### src/hw/dft_pkg.sv
// Constants, register map and state type of the drive fault and trip monitor.
package dft_pkg;
  // ==========================================================================
  // Clock and timing
  localparam int CLK_KHZ       = 50_000;
  localparam int OL_TICK_MS    = 1;
  localparam int OL_TICK_CYC   = OL_TICK_MS * CLK_KHZ;
  localparam int LOSS_UNIT_MS  = 100;
  localparam int LOSS_UNIT_CYC = LOSS_UNIT_MS * CLK_KHZ;
  // ==========================================================================
  // Register byte offsets
  localparam logic [7:0] REG_IN_FUNC   = 8'h00;
  localparam logic [7:0] REG_CONTACT   = 8'h04;
  localparam logic [7:0] REG_LOSS_CFG  = 8'h08;
  localparam logic [7:0] REG_WAIT_TIME = 8'h0c;
  localparam logic [7:0] REG_IN_MIN    = 8'h10;
  localparam logic [7:0] REG_RATED     = 8'h14;
  localparam logic [7:0] REG_OL_LIMIT  = 8'h18;
  localparam logic [7:0] REG_CTRL      = 8'h1c;
  localparam logic [7:0] REG_STATUS    = 8'h20;
  localparam logic [7:0] REG_IRQ_STAT  = 8'h24;
  localparam logic [7:0] REG_IRQ_MASK  = 8'h28;
  // ==========================================================================
  // Field layout
  localparam int FUNC_W      = 5;
  localparam int CRIT_LSB    = 0;
  localparam int MODE_LSB    = 2;
  localparam int RELAY_LSB   = 4;
  localparam int SRC_LSB     = 9;
  localparam int IMIN_LSB    = 16;
  localparam int WARN_LSB    = 16;
  localparam int CTRL_FRST   = 0;
  localparam int IRQ_EXT     = 0;
  localparam int IRQ_OL      = 1;
  localparam int IRQ_WARN    = 2;
  localparam int IRQ_LOSS    = 3;
  // ==========================================================================
  // Codes
  localparam logic [4:0] FUNC_EXT_TRIP   = 5'h04;
  localparam logic [4:0] RELAY_CMD_LOSS  = 5'h0b;
  localparam logic [1:0] CRIT_OFF        = 2'h0;
  localparam logic [1:0] CRIT_HALF       = 2'h1;
  localparam logic [1:0] CRIT_BELOW      = 2'h2;
  localparam logic [1:0] MODE_RUN        = 2'h0;
  localparam logic [1:0] MODE_FREE_RUN   = 2'h1;
  localparam logic [1:0] MODE_DECEL      = 2'h2;
  localparam logic [1:0] SRC_KEYPAD      = 2'h0;
  localparam logic [1:0] SRC_VOLT        = 2'h1;
  localparam logic [1:0] SRC_CURRENT     = 2'h2;
  localparam logic [1:0] SRC_COMM        = 2'h3;
  // ==========================================================================
  // Reset values
  localparam logic [24:0] RST_IN_FUNC   = 25'h0418820;
  localparam logic [4:0]  RST_CONTACT   = 5'h00;
  localparam logic [10:0] RST_LOSS_CFG  = 11'h110;
  localparam logic [10:0] RST_WAIT_TIME = 11'h00a;
  localparam logic [11:0] RST_IN_MIN    = 12'h000;
  localparam logic [11:0] RST_RATED     = 12'h800;
  localparam logic [15:0] RST_TRIP_LIM  = 16'h1000;
  localparam logic [15:0] RST_WARN_LIM  = 16'h0c00;
  localparam logic [3:0]  RST_IRQ_MASK  = 4'h0;
  // ==========================================================================
  // Whole state of the monitor
  typedef struct packed {
    logic [22:0] ms_cnt;
    logic [22:0] ds_cnt;
    logic [24:0] in_func;
    logic [4:0]  nc_sel;
    logic [10:0] loss_cfg;
    logic [10:0] wait_time;
    logic [11:0] vmin;
    logic [11:0] imin;
    logic [11:0] rated;
    logic [15:0] trip_lim;
    logic [15:0] warn_lim;
    logic [23:0] ol_acc;
    logic [10:0] loss_cnt;
    logic        loss_conf;
    logic        ext_trip;
    logic        ol_trip;
    logic [3:0]  irq_stat;
    logic [3:0]  irq_mask;
    logic [31:0] rd_data;
    logic        output_off;
    logic        decel_stop;
    logic        relay_out;
    logic        warn_out;
    logic        irq;
  } dft_state_t;
endpackage

### src/hw/dft_monitor.sv
// Drive fault and trip monitor: external trip, overload and command loss.
`timescale 1ns/1ps
// Behaviour
// - A terminal whose function code is 4 acts as external trip input.
// - Normally-open trip terminal closing flags a fault, forces output off.
// - Normally-closed trip terminal opening flags a fault, forces output off.
// - Terminals one to five map to bits zero to four.
// - Current above rated fills an inverse-time accumulator which trips overload.
// - A warning output rises before the overload trip level is reached.
// - Criterion 1 declares loss below half the minimum input value.
// - Criterion 2 declares loss below the minimum; criterion 0 disables voltage and current loss, not communication loss.
// - Loss detection covers voltage, current and communication sources.
// - Post-loss mode 1 blocks output on confirmed loss.
// - Post-loss mode 2 decelerates to stop on confirmed loss.
// - Loss is confirmed only after no command over a wait time's count of free-running loss-unit ticks.
// - Relay function code 11 shows speed command loss on the relay.
// - Communication loss acts only after the wait time has elapsed.
module dft_monitor
#(
  parameter int TICK_MS_CYC = dft_pkg::OL_TICK_CYC,
  parameter int TICK_DS_CYC = dft_pkg::LOSS_UNIT_CYC
)
(
  // Clock and reset
  input  wire logic        clk,
  input  wire logic        rst_b,
  // Register port
  input  wire logic [7:0]  addr,
  input  wire logic [31:0] wr_data,
  input  wire logic        wr_en,
  input  wire logic        rd_en,
  output logic      [31:0] rd_data,
  // Field side
  input  wire logic [4:0]  digital_in,
  input  wire logic [11:0] volt_input,
  input  wire logic [11:0] current_input,
  input  wire logic [11:0] drive_current,
  input  wire logic        comm_cmd_present,
  // Output stage and relay
  output logic             output_off,
  output logic             decel_stop,
  output logic             relay_out,
  output logic             warn_out,
  output logic             irq
);
  import dft_pkg::*;

  function automatic logic [4:0] func_of(input logic [24:0] codes, input int idx);
    func_of = codes[idx*FUNC_W +: FUNC_W];
  endfunction

  dft_state_t st;
  dft_state_t next_st;

  logic [4:0]  term_trip;
  logic        ext_cond;
  logic        raw_loss;
  logic [1:0]  crit;
  logic [1:0]  mode;
  logic [1:0]  src;
  logic [4:0]  relay_func;
  logic [15:0] ol_hi;
  logic        ms_tick;
  logic        ds_tick;
  logic        fault_rst;
  logic        ana_low;
  logic [11:0] ana_val;
  logic [11:0] ana_min;

  assign crit       = st.loss_cfg[CRIT_LSB +: 2];
  assign mode       = st.loss_cfg[MODE_LSB +: 2];
  assign relay_func = st.loss_cfg[RELAY_LSB +: 5];
  assign src        = st.loss_cfg[SRC_LSB +: 2];
  assign ol_hi      = st.ol_acc[23:8];
  assign ms_tick    = (st.ms_cnt == 23'(TICK_MS_CYC - 1));
  assign ds_tick    = (st.ds_cnt == 23'(TICK_DS_CYC - 1));
  assign fault_rst  = wr_en && (addr == REG_CTRL) && wr_data[CTRL_FRST];

  // ==========================================================================
  // External trip terminals
  // Bit per terminal.
  genvar gi;
  generate
    for (gi = 0; gi < 5; gi++)
    begin : g_term
      assign term_trip[gi] = (func_of(st.in_func, gi) == FUNC_EXT_TRIP) && (digital_in[gi] ^ st.nc_sel[gi]);
    end
  endgenerate
  assign ext_cond = |term_trip;

  // ==========================================================================
  // Command loss detection
  assign ana_val = (src == SRC_CURRENT) ? current_input : volt_input;
  assign ana_min = (src == SRC_CURRENT) ? st.imin : st.vmin;
  assign ana_low = (crit == CRIT_HALF)  ? (ana_val < {1'b0, ana_min[11:1]}) :
                   (crit == CRIT_BELOW) ? (ana_val < ana_min) : 1'b0;
  assign raw_loss = (src == SRC_VOLT || src == SRC_CURRENT) ? ana_low :
                    (src == SRC_COMM) ? !comm_cmd_present : 1'b0;

  always_comb
  begin
    logic [11:0] excess;
    logic [24:0] sum;
    logic [31:0] rd_mux;
    logic [3:0]  ev;
    next_st = st;
    excess  = 12'h000;
    sum     = 25'h0000000;
    rd_mux  = 32'h00000000;
    ev      = 4'h0;
    next_st.ms_cnt = ms_tick ? 23'h000000 : st.ms_cnt + 23'h000001;
    next_st.ds_cnt = ds_tick ? 23'h000000 : st.ds_cnt + 23'h000001;

    // Register writes.
    if (wr_en)
    begin
      unique case (addr)
        REG_IN_FUNC:   next_st.in_func   = wr_data[24:0];
        REG_CONTACT:   next_st.nc_sel    = wr_data[4:0];
        REG_LOSS_CFG:  next_st.loss_cfg  = wr_data[10:0];
        REG_WAIT_TIME: next_st.wait_time = wr_data[10:0];
        REG_IN_MIN:
        begin
          next_st.vmin = wr_data[11:0];
          next_st.imin = wr_data[IMIN_LSB +: 12];
        end
        REG_RATED:     next_st.rated     = wr_data[11:0];
        REG_OL_LIMIT:
        begin
          next_st.trip_lim = wr_data[15:0];
          next_st.warn_lim = wr_data[WARN_LSB +: 16];
        end
        REG_IRQ_MASK:  next_st.irq_mask  = wr_data[3:0];
        default:       ;
      endcase
    end

    // Inverse-time accumulation: larger excess fills faster.
    if (ms_tick)
    begin
      if (drive_current > st.rated)
      begin
        excess = drive_current - st.rated;
        sum    = {1'b0, st.ol_acc} + {13'h0000, excess};
        next_st.ol_acc = sum[24] ? 24'hffffff : sum[23:0];
      end
      else
      begin
        excess = st.rated - drive_current;
        next_st.ol_acc = (st.ol_acc > {12'h000, excess}) ? st.ol_acc - {12'h000, excess} : 24'h000000;
      end
    end

    // Trips latch; a still-present cause wins over the reset.
    next_st.ext_trip = ext_cond || (st.ext_trip && !fault_rst);
    next_st.ol_trip  = (ol_hi >= st.trip_lim) || (st.ol_trip && !fault_rst);
    next_st.warn_out = (ol_hi >= st.warn_lim);

    // Wait-time qualification, restarted whenever a command returns.
    if (!raw_loss)
    begin
      next_st.loss_cnt  = 11'h000;
      next_st.loss_conf = 1'b0;
    end
    else
    begin
      if (ds_tick && st.loss_cnt < st.wait_time)
        next_st.loss_cnt = st.loss_cnt + 11'h001;
      next_st.loss_conf = (st.loss_cnt >= st.wait_time) && (st.loss_cnt != 11'h000);
    end

    next_st.output_off = next_st.ext_trip || next_st.ol_trip || (next_st.loss_conf && mode == MODE_FREE_RUN);
    next_st.decel_stop = next_st.loss_conf && (mode == MODE_DECEL);
    next_st.relay_out  = next_st.loss_conf && (relay_func == RELAY_CMD_LOSS);

    // Sticky interrupt events; a set in the clearing cycle survives.
    ev[IRQ_EXT]  = next_st.ext_trip && !st.ext_trip;
    ev[IRQ_OL]   = next_st.ol_trip && !st.ol_trip;
    ev[IRQ_WARN] = next_st.warn_out && !st.warn_out;
    ev[IRQ_LOSS] = next_st.loss_conf && !st.loss_conf;
    next_st.irq_stat = st.irq_stat;
    if (wr_en && addr == REG_IRQ_STAT)
      next_st.irq_stat = st.irq_stat & ~wr_data[3:0];
    next_st.irq_stat = next_st.irq_stat | ev;
    next_st.irq = |(next_st.irq_stat & next_st.irq_mask);

    // Read data stand only in the cycle after the strobe.
    unique case (addr)
      REG_IN_FUNC:   rd_mux = {7'h00, st.in_func};
      REG_CONTACT:   rd_mux = {27'h0000000, st.nc_sel};
      REG_LOSS_CFG:  rd_mux = {21'h000000, st.loss_cfg};
      REG_WAIT_TIME: rd_mux = {21'h000000, st.wait_time};
      REG_IN_MIN:    rd_mux = {4'h0, st.imin, 4'h0, st.vmin};
      REG_RATED:     rd_mux = {20'h00000, st.rated};
      REG_OL_LIMIT:  rd_mux = {st.warn_lim, st.trip_lim};
      REG_STATUS:    rd_mux = {19'h00000, digital_in, 2'h0, st.loss_conf, raw_loss,
                               st.warn_out, st.ol_trip, st.ext_trip, st.output_off};
      REG_IRQ_STAT:  rd_mux = {28'h0000000, st.irq_stat};
      REG_IRQ_MASK:  rd_mux = {28'h0000000, st.irq_mask};
      default:       rd_mux = 32'h00000000;
    endcase
    next_st.rd_data = rd_en ? rd_mux : 32'h00000000;
  end

  always_ff @(posedge clk)
  begin
    if (!rst_b)
    begin
      st           <= '0;
      st.in_func   <= RST_IN_FUNC;
      st.nc_sel    <= RST_CONTACT;
      st.loss_cfg  <= RST_LOSS_CFG;
      st.wait_time <= RST_WAIT_TIME;
      st.vmin      <= RST_IN_MIN;
      st.imin      <= RST_IN_MIN;
      st.rated     <= RST_RATED;
      st.trip_lim  <= RST_TRIP_LIM;
      st.warn_lim  <= RST_WARN_LIM;
      st.irq_mask  <= RST_IRQ_MASK;
    end
    else
      st <= next_st;
  end

  assign rd_data    = st.rd_data;
  assign output_off = st.output_off;
  assign decel_stop = st.decel_stop;
  assign relay_out  = st.relay_out;
  assign warn_out   = st.warn_out;
  assign irq        = st.irq;
endmodule // dft_monitor

### config.mk
export PLATFORM = sky130hd
export DESIGN_NAME = dft_monitor
export DESIGN_NICKNAME = d
export VERILOG_FILES = /design/src/hw/dft_pkg.sv /design/src/hw/dft_monitor.sv
export SDC_FILE = /design/constraint.sdc
export NUM_CORES = 1
export LEC_CHECK = 0
export ABC_AREA = 1
export BUFFER_PORTS_ARGS = -buffer_cell sky130_fd_sc_hd__buf_2
export CAP_MARGIN = 20
export CORE_MARGIN = 5
export CORE_UTILIZATION = 56
export DETAILED_ROUTE_END_ITERATION = 10
export GPL_ROUTABILITY_DRIVEN = 0
export PLACE_DENSITY = 0.78
export SLEW_MARGIN = 20
export SYNTH_ARGS = -nofsm -noshare
export SYNTH_HDL_FRONTEND = slang
export SYNTH_SLANG_ARGS = --single-unit
### constraint.sdc
create_clock -name clk -period 3.4 [get_ports clk]
set_clock_uncertainty 0.15 [all_clocks]
set_input_delay 0.34 -clock clk [delete_from_list [all_inputs] [get_ports clk]]
set_output_delay 0.34 -clock clk [all_outputs]
set_load 0.02 [all_outputs]
# --- Word level (Yosys, flattened, before mapping) ---
# Index checks and enable logic that the tools add are counted.
word_totals:
  ff_bits: 249
  latch_bits: 0
  ramBits: 0
  mem_bits_ro: 0
  inputBits: 86
  out_inout_bits: 37
  memories: 0
op_classes:
  addsub: 7
  n_mul: 0
  n_div: 0
  order_cmp: 8
  n_eq_ne: 25
  n_shift: 0
  muxes: 14
  bitwise_logic: 10
  reduce_logical: 45
ops:
  columns: ["operator", "n"]
  rows:
  - ["$pmux W32 S10", 1]
  - ["$mux W24", 3]
  - ["$add A23 B1 Y23 const B", 2]
  - ["$eq A8 B5 Y1 const B", 4]
  - ["$ge A16 B16 Y1", 2]
  - ["$add A24 B12 Y25", 1]
  - ["$eq A5 B3 Y1 const B", 5]
  - ["$eq A8 B6 Y1 const B", 3]
  - ["$gt A24 B12 Y1", 1]
  - ["$mux W12", 2]
  - ["$sub A12 B12 Y12", 2]
  - ["$sub A24 B12 Y24", 1]
  - ["$eq A23 B16 Y1 const B", 1]
  - ["$eq A23 B23 Y1 const B", 1]
  - ["$logic_and A1 B1 Y1", 19]
  - ["$reduce_and A2 Y1", 9]
  - ["$eq A8 B4 Y1 const B", 2]
  - ["$gt A12 B12 Y1", 1]
  - ["$lt A12 B11 Y1", 1]
  - ["$lt A12 B12 Y1", 1]
  - ["$mux W4", 3]
  - ["$add A11 B1 Y11 const B", 1]
  - ["$ge A11 B11 Y1", 1]
  - ["$lt A11 B11 Y1", 1]
  - ["17 further kinds", 41]

# --- Logic depth before layout (Yosys ltp) ---
logic_depth:
  depth_word: 11
  mapped_depth: 25
  ltp_nobuf: 24

# --- Least setup slack after synthesis ---
# No wires, ideal clock.
synth_timing:
  path_type: "register to register"
  start: "reg st[115] (netlist bit)"
  end: "reg st, in the netlist ol_hi[11]"
  setup_time_ns: 0.109
  arrival_time_ns: 3.043
  path_slack_ns: 0.098
  stages_incl_launch_ff: 25
  n_path_buf: 1
  path_cell_list: "dfxtp_1 inv_1 ha_1 inv_1 fa_1 nand2_1 nand2_1 nand3_1 nand2_1 a21oi_1 o21ai_0 a21oi_1 xor2_1 ha_1 nand2_1 o21ai_1 nor3b_2 nand2_1 nand2_2 nor2_8 buf_6 nand3_1 nand3_2 nand2_1 inv_1"
synth_between:
  elab_chain_cells: 4
synth_rtl:
  columns: ["element", "line", "source"]
  rows:
  - ["start, declared", "dft_monitor.sv:52", "dft_state_t st;"]
  - ["start signal, assigned", "dft_monitor.sv:222", "st <= next_st;"]
  - ["$sub A12 B12 Y12, on equally long branches", "dft_monitor.sv:149, dft_monitor.sv:143", null]
  - ["$sub A24 B12 Y24 (tied with other cells)", "dft_monitor.sv:150", "next_st.ol_acc = (st.ol_acc > {12'h000, excess}) ? st.ol_acc - {12'h000, excess} : 24'h000000;"]
  - ["$mux W24, on equally long branches", "dft_monitor.sv:150, dft_monitor.sv:145", null]
  - ["$mux W24 *", "dft_monitor.sv:141", "if (drive_current > st.rated)"]
# Every way passes the cells marked *; elsewhere a longest branch is shown, timed or not.
# A chain may end at the register's enable or synchronous reset.

# --- Final worst setup path ---
layout_timing:
  start: "reg st[115] (netlist bit)"
  end: "reg st, in the netlist ol_hi[7]"
# The elaborated chain is that of the path after synthesis.

==> impl_results.md <==
- Status: finished with violations
- Violations in the final reports: setup timing
- Slowest-stage cell, CP: fa_2
- Final worst hold slack: approximately 0.019 ns
- Number of core rows: 61
- Maximum number of pins on one net before global-route repair: 52
- Setup crit end kind: register
- Setup CP Type: reg2reg
- Static Leakage: around 0.0088 µW
- Count of final max-slew check failures: 0
- Total Nets Final: 2724
- Total of flip-flops plus latches after synthesis: 249
- Total wire length: 51500 µm
- Power density relative to cell area: 342 nW/µm²
- Post-Syn Instances: between 2k and 2.5k
- Cells on worst reg2reg path: 21
- Yosys top cell by area: dfxtp_1
- Number of antenna violations at the first check in global routing: 1
- Buffers plus inverters on the worst setup path: 3
- Data arrival time of the critical path: 3.83 ns
- Rel. slew slack: 0.310
- CTS clock-pin slew for the worst setup and hold paths: approximately 0.07 ns
- Core outline area: 28000 µm²
- Area growth, synth to finish: 20.7%
- Area contributors post-synth: dfxtp_1 (31%), nand2_1 (11%), ha_1 (9.2%), a21oi_1 (7.9%), inv_1 (7.0%)
- FFs w/ async S/R, synth: 0
- Least-Margin Pin Slew: roughly 1.0 ns
- Total number of clock tree sinks: 249
- Level count of the clock H-tree: 1
- Cell occurring most often along the worst timing path: nand2_1
- Initial standard-cell utilization of the core: 0.571
- Number of synthesized flops with an enable pin: 0
- Wirelength per Cell: approximately 18 µm
- TritonCTS clock tree: done
- Endpoint required time on the critical path: roughly 3.7 ns
- Number of cells on the critical path: 21
- Unique cell type count in the Yosys netlist: 55
- First-pass GRT wire length: a little under 80000 µm
- I/O pin cnt: 123
- Post-synthesis average cell area: 6.94 µm²
- TritonCTS Buffers: 27
- Final critical-path setup slack: -0.122 ns
- All-Layer GR Usage: 0.303
- Predominant post-synthesis flop cell: dfxtp_1
- Crit path launch type: register
- Die X-Extent: 179 µm
- Total Die Area: about 32000 µm²
- Finish-stage setup viols: 21
- Maximum cell stage delay along the critical path: ~0.4 ns
- Remaining number of nets flagged by the antenna check after routing: 0
- Remaining Overflow, GRT: 0
- Ranking of synthesized cells by instance count: nand2_1 (478), inv_1 (299), a21oi_1 (251)
- Count of routing violations after the opening detailed-route iteration: 1957
- PnR Total Power: 6610 µW
- Critical-path cell list: buf_6, ha_4, inv_4, fa_2, nand2_2, nand2_4, a21oi_4, nor2_1, nor2_1, xor2_1, ha_1, a21oi_2, o21ai_2, a21oi_2, nand2_2, nand2_1, nand2_1, o21ai_1, nand3_1, nand2_1, inv_1
- Post-synthesis sequential area ratio: 0.312
- Length of the first detailed-routing pass in iterations: 6
- Root buffer cell: clkbuf_16
- Floorplan die height: between 150 and 200 µm
- Clk Latency, worst-skew pair: about 0.57 ns
- Cell family with the largest share of critical-path delay: adder cells
- Count of cells along the worst hold path: 3
- Max-capacitance violation count: 0
- Number of diodes added for antenna fixing: 0
- Most frequently used cell type in the post-synthesis netlist: nand2_1
- Summed instance area of the synthesized netlist: roughly 16000 µm²
- Share of the clock period used by the worst path after layout: 1.04
- Port bufs: 122
- Average vias per placed instance: 5.82
- Maximum achievable frequency: approximately 0.28 GHz
- Syn_nets: 2510
- Clock tree buffer depth: 3
- Estimated wirelength of the detail-placed design: 37000 µm
- Synthesis warning total: 0
- Synth top area share: 0.312
- Number of global-route vias before repair: ~16k
- VDD IR max: 0.352 mV
- Drt drc: 0
- Vias: 17.0k
- Path class of the lowest-slack min-delay path: in2reg
- Unrepaired setup endpoints after global routing: true
- Final-report hold violation count: 0
- CP max FO: 5
- Layout cell share with drive strength beyond 1: 0.206
- Clock period minus worst slack: 3.52 ns
==> placed cells by master, fill, tap and decap left out, drive strengths merged, types with 4 or more instances in the layout <==
cell type | Yosys | final
nand3b | 5 | 5
a221oi | 5 | 5
dfxtp | 249 | 249
a211oi | 7 | 7
o21ai | 204 | 204
inv | 315 | 316
nor2 | 192 | 192
a21oi | 252 | 252
dlygate4sd3 | 0 | 32
fa | 4 | 4
nand4 | 32 | 32
nand2 | 494 | 494
a21o | 4 | 4
o211ai | 10 | 10
ha | 118 | 118
xor2 | 53 | 53
and3 | 4 | 4
o21bai | 7 | 7
nor3b | 7 | 7
o21a | 8 | 8
clkinv | 0 | 8
buf | 72 | 253
clkbuf | 29 | 37
o221ai | 4 | 4
nor3 | 54 | 54
nor4 | 13 | 13
o22ai | 17 | 17
nand3 | 107 | 107
or2 | 14 | 14
xnor2 | 13 | 13
==> path summary, 6_finish.rpt <==
kind,from,end,slack [ns]
hold reg to reg,st[226],st[226],0.30
hold / removal,wr_data[2],st[39],0.02
setup / recovery,st[115],ol_hi[7],-0.12
setup reg to reg,st[115],ol_hi[7],-0.12
==> worst register-to-register path, cell delays in order (launching register included) <==
cell	delay, ns
dfxtp_2	0.36
buf_6	0.12
ha_4	0.14
inv_4	0.04
fa_2	0.40
nand2_2	0.10
nand2_4	0.07
a21oi_4	0.18
nor2_1	0.06
nor2_1	0.12
xor2_1	0.17
ha_1	0.32
a21oi_2	0.22
o21ai_2	0.10
a21oi_2	0.21
nand2_2	0.12
nand2_1	0.09
nand2_1	0.07
o21ai_1	0.15
nand3_1	0.12
nand2_1	0.08
inv_1	0.04
==> cell families (layout without fill, tap and decap cells) <==
logic type | Yosys count | after routing | synth area share
AO/OA/AOI/OAI | 525 | 525 | 0.175
XOR/XNOR | 66 | 66 | 0.0362
adder cells (fa/ha/maj) | 122 | 122 | 0.0974
buffers and inverters | 416 | 649 | 0.112
flip-flops | 249 | 249 | 0.312
AND/OR/NAND/NOR | 924 | 924 | 0.267
==> where the power goes <==
group | internal, µW | switching, µW | leakage (µW)
Sequential | 2930 | 7.43 | 0.00201
Clock | 1730 | 1270 | 0.000443
Combinational | 268 | 400 | 0.00637
==> registers in the layout, summed over array words and instances (netlist names), 2 cells and up <==
name        cells
relay_func      5
rd_data        32
ol_hi          16
mode            2
crit            2
src             2
st            185
==> final cells by class <==
type                       count  area (µm²)
tap                          378         473
timing repair buffer         286        1980
inverter                     315        1190
clock inverter                12         135
fill                        2257        8710
sequential                   249        4990
multi-input combinational   1637        9770
clock buffer                  36         759
==> through the flow <==
stage / TNS, ns / cell area [µm²] / setup slack (ns) / cells / utilization
after floorplan: 0 / 16000 / 0.0976 / 2302 / -
after global placement: -3.45 / 17300 / -0.296 / 2810 / 0.618
after detailed placement: -7.15 / 17300 / -0.355 / 2810 / 0.618
after CTS: -1.90 / 18800 / -0.121 / 2897 / 0.671
after global routing: -4.59 / 19300 / -0.251 / 2913 / 0.689
final: -0.890 / 19300 / -0.122 / 2913 / 0.689
==> what timing repair did <==
item / in CTS / in global routing
pin swaps: 31 / 50
hold endpoints to repair: 58 / 0
buffers inserted: 6 / 17
setup endpoints to repair: 24 / 24
hold buffers: 32 / 0
gates cloned: 1 / 0
resized for setup: 58 / 107
==> per-layer routing <==
layer / wire [µm] / GRT usage / up-vias
met2: 24000 / 0.505 / 954
met3: 4520 / 0.0430 / 269
li1: - / - / 7959
met1: 19700 / 0.380 / 7767
met5: 13 / 0 / -
met4: 3290 / 0.159 / 2
(Power assumes the default switching activity.)
